===== config.mk =====
export PLATFORM = sky130hd
export DESIGN_NAME = pld_reg_core
export DESIGN_NICKNAME = d
export VERILOG_FILES = /design/src/core/pld_pkg.sv /design/src/core/pld_reg_core.sv
export SDC_FILE = /design/constraint.sdc
export NUM_CORES = 1
export LEC_CHECK = 0
export BUFFER_PORTS_ARGS = -buffer_cell sky130_fd_sc_hd__buf_2
export CORE_MARGIN = 2
export CORE_UTILIZATION = 25
export CTS_CLUSTER_DIAMETER = 150
export DETAILED_ROUTE_END_ITERATION = 8
export GPL_TIMING_DRIVEN = 0
export REMOVE_ABC_BUFFERS = 1
export SYNTH_ARGS = -nofsm -noshare
export SYNTH_HDL_FRONTEND = slang
export SYNTH_SLANG_ARGS = --single-unit
export TNS_END_PERCENT = 10

===== constraint.sdc =====
create_clock -name pclk -period 2.85 [get_ports pclk]
set_input_delay 0.1425 -clock pclk [delete_from_list [all_inputs] [get_ports pclk]]
set_output_delay 0.1425 -clock pclk [all_outputs]
set_load 0.02 [all_outputs]

===== src/core/pld_pkg.sv =====
// Purpose: Shared constants and types for the macrocell register core.
// Assumes: APB register access at 25 MHz, 32-bit data, byte addresses.
// Notes:   Mode and cell codes are the values software writes to the control fields.
package pld_pkg;

    // Clock rate and power-up reset interval
    localparam int unsigned CLK_MHZ                = 25;
    localparam int unsigned POWER_UP_RESET_TIME_NS = 1000;
    localparam int unsigned POR_RAW = (POWER_UP_RESET_TIME_NS * CLK_MHZ) / 1000;
    localparam int unsigned POR_CYC = (POR_RAW > 0) ? POR_RAW : 1;

    // Register byte addresses
    localparam logic [7:0] A_CTRL    = 8'h00;
    localparam logic [7:0] A_CFG     = 8'h04;
    localparam logic [7:0] A_PRELOAD = 8'h08;
    localparam logic [7:0] A_STATUS  = 8'h0C;
    localparam logic [7:0] A_SIG_LO  = 8'h10;
    localparam logic [7:0] A_SIG_HI  = 8'h14;

    // Field positions
    localparam int unsigned CTRL_MODE_LSB = 0;
    localparam int unsigned CTRL_FUSE_BIT = 8;
    localparam int unsigned PRE_VAL_LSB   = 0;
    localparam int unsigned PRE_MASK_LSB  = 8;
    localparam int unsigned ST_REG_LSB    = 0;
    localparam int unsigned ST_OUT_LSB    = 8;
    localparam int unsigned ST_SEC_BIT    = 16;
    localparam int unsigned ST_POR_BIT    = 17;
    localparam int unsigned ST_MODE_LSB   = 18;

    // Macrocells whose pins lose feedback in some modes
    localparam int unsigned CELL_OUTER_LO = 0;
    localparam int unsigned CELL_OUTER_HI = 7;
    localparam int unsigned CELL_CENTER_A = 3;
    localparam int unsigned CELL_CENTER_B = 4;

    typedef enum logic [1:0] {
        MODE_REG     = 2'h0,
        MODE_COMPLEX = 2'h1,
        MODE_SIMPLE  = 2'h2
    } mode_e;
    localparam logic [1:0] MODE_BAD = 2'h3;

    typedef enum logic [1:0] {
        MC_REG_OUT  = 2'h0,
        MC_COMB_IO  = 2'h1,
        MC_COMB_OUT = 2'h2,
        MC_INPUT    = 2'h3
    } cell_e;

    typedef enum logic [1:0] {
        PR_CLEAR = 2'b01,
        PR_RUN   = 2'b10
    } por_e;

    // Reset values
    localparam logic [15:0] CFG_RST = 16'h0000;
    localparam logic [7:0]  OUT_RST = 8'hFF;

    typedef struct packed {
        logic       clk;
        logic       oe_n;
        logic [7:0] in;
        logic [7:0] io;
    } pins_s;

    // Filter reset matches the idle pins, so floating inputs never read low after reset
    localparam pins_s PIN_RST = '{clk: 1'b0, oe_n: 1'b0, in: 8'hFF, io: 8'hFF};

endpackage


===== src/core/pld_reg_core.sv =====
// Purpose: Macrocell registers with power-up clear, preload, security fuse and signature.
// Assumes: Board pins are asynchronous and sampled on pclk; the product-term array is
//          outside and hands in one sum term and one enable term per macrocell.
// Notes:   Registers advance on a filtered rising edge of the clock pin, not on pclk.
// Behaviour
// (RULE_01) Power-up asynchronously clears every macrocell register low.
// (RULE_02) Inverting register path makes registered outputs high after power-up reset.
// (RULE_03) Board meets input and feedback setup before first clock edge.
// (RULE_04) Board keeps clock pin still during power-up reset, at most 1000 ns.
// (RULE_05) Preload forces each register individually high or low.
// (RULE_06) Programmed security fuse refuses configuration readback and preload at once.
// (RULE_07) 64-bit user signature stays readable whether or not secured.
// (RULE_08) Programmer should set the security fuse last.
// (RULE_09) Each macrocell is registered, combinatorial I/O, combinatorial output or input.
// (RULE_10) Device runs in exactly one of three architecture modes.
// (RULE_11) Undriven input or I/O pins look high to the array.
// (RULE_12) Registered mode: common clock pin clocks, common active-low enable gates outputs.
// (RULE_13) Registered mode combinatorial cell: product-term enable, seven-term sum.
// (RULE_14) Power-up reset is an async clear held for the interval, then released.
//
// Implementation choices: register access over APB and the register offsets.
`timescale 1ns/100ps
module pld_reg_core #(
    parameter int unsigned POR_CYCLES = pld_pkg::POR_CYC
) (
    // Clock and reset
    input  logic        pclk,
    input  logic        presetn,
    // APB slave
    input  logic        psel,
    input  logic        penable,
    input  logic        pwrite,
    input  logic [7:0]  paddr,
    input  logic [31:0] pwdata,
    output logic [31:0] prdata,
    output logic        pready,
    output logic        pslverr,
    // Board pins
    input  logic        clk_pin,
    input  logic        oe_n_pin,
    input  logic [7:0]  in_pin,
    input  logic [7:0]  in_driven,
    input  logic [7:0]  io_in,
    input  logic [7:0]  io_driven,
    output logic [7:0]  io_out,
    output logic [7:0]  io_oe,
    // Product-term array
    input  logic [7:0]  sum_term,
    input  logic [7:0]  pterm_oe,
    output logic [15:0] array_in,
    output logic        por_busy
);

    if (POR_CYCLES < 1 || POR_CYCLES > 65535) begin : g_chk
        $error("POR_CYCLES out of range");
    end

    // Bits that agree in the last two stages are taken, others keep their value
    function automatic pld_pkg::pins_s settle(pld_pkg::pins_s a, pld_pkg::pins_s b,
                                              pld_pkg::pins_s keep);
        return pld_pkg::pins_s'((~(a ^ b) & b) | ((a ^ b) & keep));
    endfunction

    function automatic logic bus_err(logic [7:0] a, logic wr, logic sec, logic [1:0] md);
        logic e;
        e = 1'b0;
        case (a)
            pld_pkg::A_CTRL:    e = (sec & ~wr) | (wr & (md == pld_pkg::MODE_BAD)); // RULE_06 RULE_10
            pld_pkg::A_CFG:     e = sec & ~wr; // RULE_06
            pld_pkg::A_PRELOAD: e = sec; // RULE_06
            pld_pkg::A_STATUS:  e = wr;
            pld_pkg::A_SIG_LO,
            pld_pkg::A_SIG_HI:  e = 1'b0; // RULE_07
            default:            e = 1'b1;
        endcase
        return e;
    endfunction

    pld_pkg::pins_s raw, f1_q, f2_q, f3_q, pin_q, pin_d;
    pld_pkg::por_e  por_q, por_d;
    logic [15:0]    cnt_q, cnt_d;
    pld_pkg::mode_e mode_q, mode_d;
    logic [15:0]    cfg_q, cfg_d;
    logic           fuse_q, fuse_d;
    logic [63:0]    sig_q, sig_d;
    logic [31:0]    prdata_q, prdata_d;
    logic [7:0]     reg_q, reg_d;
    logic [7:0]     out_q, out_d, oe_q, oe_d;
    logic [15:0]    ain_q, ain_d;
    logic [7:0]     reg_cells, pre_val, pre_mask;
    logic           clk_rise, err, access, wr_ok, pre_hit;

    // Undriven pins float high through the pull-ups; our own drive counts as a driver
    always_comb begin
        raw.clk  = clk_pin;
        raw.oe_n = oe_n_pin;
        raw.in   = in_pin | ~in_driven; // RULE_11
        raw.io   = io_in | ~(io_driven | oe_q); // RULE_11
        pin_d    = settle(f2_q, f3_q, pin_q);
    end

    always_ff @(posedge pclk or negedge presetn) begin
        if (!presetn) begin
            f1_q  <= pld_pkg::PIN_RST; // RULE_11
            f2_q  <= pld_pkg::PIN_RST;
            f3_q  <= pld_pkg::PIN_RST;
            pin_q <= pld_pkg::PIN_RST;
        end else begin
            f1_q  <= raw;
            f2_q  <= f1_q;
            f3_q  <= f2_q;
            pin_q <= pin_d;
        end
    end

    // Edges seen while reset is held are dropped, which tolerates a noisy board clock
    assign clk_rise = pin_d.clk & ~pin_q.clk; // RULE_12

    // Power-up interval: registers stay cleared until the count expires
    always_comb begin
        por_d = por_q;
        cnt_d = cnt_q;
        unique case (por_q)
            pld_pkg::PR_CLEAR: begin
                if (cnt_q == 16'(POR_CYCLES - 1)) begin
                    por_d = pld_pkg::PR_RUN; // RULE_14
                end else begin
                    cnt_d = cnt_q + 16'h0001;
                end
            end
            pld_pkg::PR_RUN: begin
                cnt_d = cnt_q;
            end
            default: begin
                por_d = pld_pkg::PR_CLEAR;
                cnt_d = '0;
            end
        endcase
    end

    always_ff @(posedge pclk or negedge presetn) begin
        if (!presetn) begin
            por_q <= pld_pkg::PR_CLEAR; // RULE_14
            cnt_q <= '0;
        end else begin
            por_q <= por_d;
            cnt_q <= cnt_d;
        end
    end

    assign por_busy = (por_q == pld_pkg::PR_CLEAR);

    // APB: read data is captured in the setup cycle, so the slave never waits
    assign pre_val  = pwdata[pld_pkg::PRE_VAL_LSB +: 8];
    assign pre_mask = pwdata[pld_pkg::PRE_MASK_LSB +: 8];
    assign err      = bus_err(paddr, pwrite, fuse_q, pwdata[pld_pkg::CTRL_MODE_LSB +: 2]);
    assign access   = psel & penable;
    assign wr_ok    = access & pwrite & ~err;
    assign pre_hit  = wr_ok & (paddr == pld_pkg::A_PRELOAD);
    assign pready   = 1'b1;
    assign pslverr  = access & err;
    assign prdata   = prdata_q;

    always_comb begin
        mode_d   = mode_q;
        cfg_d    = cfg_q;
        fuse_d   = fuse_q;
        sig_d    = sig_q;
        prdata_d = prdata_q;
        if (psel && !penable) begin
            prdata_d = '0;
            if (!pwrite && !err) begin
                case (paddr)
                    pld_pkg::A_CTRL: begin
                        prdata_d[pld_pkg::CTRL_MODE_LSB +: 2] = mode_q;
                        prdata_d[pld_pkg::CTRL_FUSE_BIT]      = fuse_q;
                    end
                    pld_pkg::A_CFG: prdata_d[15:0] = cfg_q;
                    pld_pkg::A_STATUS: begin
                        prdata_d[pld_pkg::ST_REG_LSB +: 8]  = reg_q;
                        prdata_d[pld_pkg::ST_OUT_LSB +: 8]  = out_q;
                        prdata_d[pld_pkg::ST_SEC_BIT]       = fuse_q;
                        prdata_d[pld_pkg::ST_POR_BIT]       = por_busy;
                        prdata_d[pld_pkg::ST_MODE_LSB +: 2] = mode_q;
                    end
                    pld_pkg::A_SIG_LO: prdata_d = sig_q[31:0]; // RULE_07
                    pld_pkg::A_SIG_HI: prdata_d = sig_q[63:32]; // RULE_07
                    default: prdata_d = '0;
                endcase
            end
        end
        if (wr_ok) begin
            case (paddr)
                pld_pkg::A_CTRL: begin
                    mode_d = pld_pkg::mode_e'(pwdata[pld_pkg::CTRL_MODE_LSB +: 2]); // RULE_10
                    // The fuse only sets; protection applies from the next access
                    fuse_d = fuse_q | pwdata[pld_pkg::CTRL_FUSE_BIT]; // RULE_06
                end
                pld_pkg::A_CFG:    cfg_d = pwdata[15:0]; // RULE_09
                pld_pkg::A_SIG_LO: sig_d[31:0] = pwdata;
                pld_pkg::A_SIG_HI: sig_d[63:32] = pwdata;
                default: sig_d = sig_q;
            endcase
        end
    end

    always_ff @(posedge pclk or negedge presetn) begin
        if (!presetn) begin
            mode_q   <= pld_pkg::MODE_REG;
            cfg_q    <= pld_pkg::CFG_RST;
            fuse_q   <= 1'b0;
            sig_q    <= '0;
            prdata_q <= '0;
        end else begin
            mode_q   <= mode_d;
            cfg_q    <= cfg_d;
            fuse_q   <= fuse_d;
            sig_q    <= sig_d;
            prdata_q <= prdata_d;
        end
    end

    // Macrocells: registers, output drive and feedback into the array
    always_comb begin
        pld_pkg::cell_e c;
        logic           edge_cell, no_fb;
        c         = pld_pkg::MC_REG_OUT;
        edge_cell = 1'b0;
        no_fb     = 1'b0;
        reg_d     = reg_q;
        out_d = out_q;
        oe_d  = '0;
        ain_d = {8'h00, pin_q.in};
        for (int i = 0; i < 8; i++) begin
            c            = pld_pkg::cell_e'(cfg_q[2*i +: 2]);
            reg_cells[i] = (mode_q == pld_pkg::MODE_REG) && (c == pld_pkg::MC_REG_OUT);
            edge_cell    = (i == pld_pkg::CELL_OUTER_LO) || (i == pld_pkg::CELL_OUTER_HI);
            no_fb        = 1'b0;
            out_d[i]     = sum_term[i];
            if (clk_rise && reg_cells[i]) begin
                reg_d[i] = sum_term[i]; // RULE_12
            end
            unique case (mode_q)
                pld_pkg::MODE_REG: begin
                    if (c == pld_pkg::MC_REG_OUT) begin
                        out_d[i] = ~reg_q[i]; // RULE_02
                        oe_d[i]  = ~pin_q.oe_n; // RULE_12
                    end else if (c != pld_pkg::MC_INPUT) begin
                        oe_d[i] = pterm_oe[i]; // RULE_13
                    end
                end
                pld_pkg::MODE_COMPLEX: begin
                    oe_d[i] = (c != pld_pkg::MC_INPUT || edge_cell) ? pterm_oe[i] : 1'b0;
                    no_fb   = edge_cell;
                end
                pld_pkg::MODE_SIMPLE: begin
                    no_fb   = (i == pld_pkg::CELL_CENTER_A) || (i == pld_pkg::CELL_CENTER_B);
                    oe_d[i] = no_fb || (c != pld_pkg::MC_INPUT); // RULE_09
                end
                default: oe_d[i] = 1'b0;
            endcase
            ain_d[8 + i] = reg_cells[i] ? ~reg_q[i] : (no_fb | pin_q.io[i]);
        end
        if (pre_hit) begin
            reg_d = (reg_q & ~pre_mask) | (pre_val & pre_mask); // RULE_05
        end
        if (por_busy) begin
            reg_d = '0; // RULE_01 RULE_04
        end
    end

    always_ff @(posedge pclk or negedge presetn) begin
        if (!presetn) begin
            reg_q <= '0; // RULE_01
            out_q <= pld_pkg::OUT_RST; // RULE_02
            oe_q  <= '0;
            ain_q <= '1;
        end else begin
            reg_q <= reg_d;
            out_q <= out_d;
            oe_q  <= oe_d;
            ain_q <= ain_d;
        end
    end

    assign io_out   = out_q;
    assign io_oe    = oe_q;
    assign array_in = ain_q;
endmodule


==> impl_metrics.env <==
export IMPL_design_portCount=162
export IMPL_die_width_um=206
export IMPL_dpl_cell_area_sq_um=11700
export IMPL_ys_top_cells_by_count="sky130_fd_sc_hd__dfrtp_1, sky130_fd_sc_hd__dfstp_2, sky130_fd_sc_hd__mux2_2, sky130_fd_sc_hd__nand2_1, sky130_fd_sc_hd__o21ai_0"
export IMPL_layoutNonFillerInstCount=1613
export IMPL_yosysMostFrequentCell="sky130_fd_sc_hd__dfrtp_1"
export IMPL_synth_top_cell_area_share_pct=38.4
export IMPL_syn_instance_count=810
export IMPL_layout_drive_gt1_share_pct=38.3
export IMPL_remaining_drc_errors=0
export IMPL_crit_path_required_time_ps=3240
export IMPL_cts_buffer_depth=3
export IMPL_max_freq_mhz=376
export IMPL_design_power_total_mw=8.44
export IMPL_synthesis_yosys_warnings=0
export IMPL_dp_final_hpwl_um=18900
export IMPL_tightest_slew_ps=1280
export IMPL_yosys_top_cells_area="sky130_fd_sc_hd__dfrtp_1, sky130_fd_sc_hd__dfstp_2, sky130_fd_sc_hd__mux2_2"
export IMPL_vias=7396
export IMPL_grt_pass1_vias=7405
export IMPL_synthToLayoutAreaGrowth_pct=33.2
export IMPL_worstPathMaxFanout=30
export IMPL_globalRouteTotalUtil_pct=13.2
export IMPL_timing_hold_violations_final=0
export IMPL_viasPerCell=4.59
export IMPL_final_setup_vio_count=0
export IMPL_max_cap_violations=0
export IMPL_worst_setup_path_end_kind="register"
export IMPL_number_of_sinks_driven_by_the_clock_tree=245
export IMPL_start_kind="register"
export IMPL_synth_sequential_area_ratio_pct=61.4
export IMPL_detail_route_wirelength_um=28200
export IMPL_cts_root_buf="sky130_fd_sc_hd__clkbuf_16"
export IMPL_die_area_sq_um=42300
export IMPL_nNetsFinal=1158
export IMPL_cts_buffers=29
export IMPL_globalplace_congestion=0.792
export IMPL_layout_core_utilization_pct=33.9
export IMPL_initial_core_util_pct=25.5
export IMPL_wl_per_cell_um=17.5
export IMPL_synth_edff_count=0
export IMPL_whs_ps=70.9
export IMPL_grt_ovfl_total=0
export IMPL_synthArstFlopShare_pct=100
export IMPL_insertion_delay_ps=560
export IMPL_ir_drop_v=0.000380
export IMPL_detail_route_iter0_violations=338
export IMPL_syn_area_per_cell_sq_um=12.6
export IMPL_timing_hold_worst_class="input port to register"
export IMPL_layout_min_cycle_time_ps=2660
export IMPL_row_count=73
export IMPL_placement_io_buffers=160
export IMPL_nFillCells=3981
export IMPL_dpl_cells=1464
export IMPL_worstSetupPathType="register to register"
export IMPL_syn_cell_area_sq_um=10200
export IMPL_timing_max_slew_rel_slack_pct=14.6
export IMPL_level_count_of_the_clock_h_tree=1
export IMPL_grt_setup_unrepaired="no"
export IMPL_crit_path_cell_trace="nor2_2 > and2_1 > nand2_1 > mux2i_1 > a21oi_1"
export IMPL_slowest_stage="sky130_fd_sc_hd__nor2_2"
export IMPL_detailedRoute_firstPassIterationCount=6
export IMPL_cp_arrival_ps=3050
export IMPL_slowest_stage_delay_on_critical_path_ps=870
export IMPL_final_setup_skew_ps=9.50
export IMPL_yosysTopAreaCell="sky130_fd_sc_hd__dfrtp_1"
export IMPL_p_leak_nw=6.13
export IMPL_route_antenna_remaining_nets=0
export IMPL_cts_tree="built"
export IMPL_grt_start_max_net_pins=90
export IMPL_placeableCoreArea_sq_um=39900
export IMPL_synth_cell_types=63
export IMPL_drv_slew=0
export IMPL_die_h_um=206
export IMPL_clk_transition_reported_paths_ps=60
export IMPL_most_common_flop_cell_mapped_by_yosys="sky130_fd_sc_hd__dfrtp_1"
export IMPL_period_utilization_pct=93.3
export IMPL_postLayoutCellArea_sq_um=13500
export IMPL_ys_ff_latch=245
export IMPL_outcome="finished clean"
export IMPL_number_of_antenna_violations_at_the_first_check_in_global_routing=5
export IMPL_power_density_relative_to_cell_area_nw_per_um2=623
export IMPL_grt_pass1_wl_um=43000
==> metrics by stage <==
step                worst slack [ps]  setup TNS, ps
floorplan                        108              0
global route                    80.4              0
global placement               -2730        -634610
CTS                             7.13              0
finish                           190              0
detailed placement              -172          -1910
==> timing repair <==
item	CTS	global route
hold buffers	85	0
endpoints found under the setup margin	4	4
gates resized for setup	1	1
endpoints found under the hold margin	188	0
setup buffers	0	6
==> logic make-up (layout without fill, tap and decap cells) <==
kind of cell	after synthesis	in the layout	share of synthesized area (%)
simple gates	194	194	9.71
fa+ha+maj	20	20	2.02
xor+xnor	2	2	0.172
buf+inv	49	323	1.96
other cells	1	5	0.0369
flops	245	245	61.4
compound gates	183	183	12.0
mux	116	116	12.7
==> final timing paths <==
path / from / end / slack, ps / cells past startpoint
hold reg to reg: f1_q[16] / f2_q[16] / 350 / 0
hold / removal: paddr[6] / prdata[0] / 70 / 4
setup / recovery: mode_q[1] / reg_q[4] / 190 / 5
min in group asynchronous: presetn / io_oe[2] / 180 / 2
setup reg to reg: mode_q[1] / reg_q[4] / 190 / 5
max in group asynchronous: presetn / f3_q[10] / 1420 / 4
==> cell usage in the layout, fill, tap and decap left out, drive strengths merged, types with 4 or more instances in the layout <==
master       synthesis  layout
buf                 14     174
o21ai               67      67
dlygate4sd3          0      85
diode                0       4
a22o                27      27
a22oi               14      14
a21o                12      12
nand4                4       4
nand2               68      68
nor3                12      12
mux2i               27      27
clkbuf              25      41
o21bai               8       8
clkinv               0       5
mux2                87      87
a211oi               9       9
nand3               17      17
a21oi               21      21
nand2b              13      13
dfstp               89      89
o221a                4       4
dfrtp              156     156
inv                 10      12
and3                 5       5
nor2b               17      17
maj3                18      18
nor2                35      35
a31oi                4       4
nor4                 7       7
==> sequential cells by signal, indices dropped and copies added (netlist names), named ones only <==
name,count
f1_q,18
cnt_q,16
io_oe,8
array_in,16
sig_q,64
por_q,2
pin_q,1
prdata,32
cfg_q,16
fuse_q,1
f2_q,18
mode_q,2
reg_q,8
f3_q,18
io_out,8
==> layer usage <==
| metal | vias up | global-route usage [%] | share of wire (%) |
|---|---|---|---|
| met2 | 172 | 21.9 | 47 |
| met5 | - | 0 | 0.057 |
| met4 | 2 | 3.98 | 3.0 |
| met1 | 3733 | 16.8 | 44 |
| li1 | 3437 | - | - |
| met3 | 52 | 3.42 | 5.9 |
==> final cells by class <==
type,count,area [sq um],share of cell area (%)
multi-input cells,516,3750,27.7
clock buffers,41,821,6.06
repair buffers,259,1870,13.8
clock inverters,13,154,1.14
well taps,525,657,4.85
inverters,10,41.3,0.305
flip-flops and latches,245,6240,46.1
diodes,4,10.0,0.0739
==> power by group <==
part           internal (mW)  switching, mW  total (mW)
clock                   2.28           1.51        3.78
combinational          0.344          0.425       0.769
sequential              3.76          0.129        3.89
total                   6.38           2.06        8.44
==> critical path, delay by kind of cell, from the launching register on <==
kind	cells	cell delay [ps]
muxes	1	180
DFF	1	770
and+or+nand+nor	3	1440
AOI/OAI and AO/OA	1	80
No activity file was read; power rests on OpenSTA's default activity.
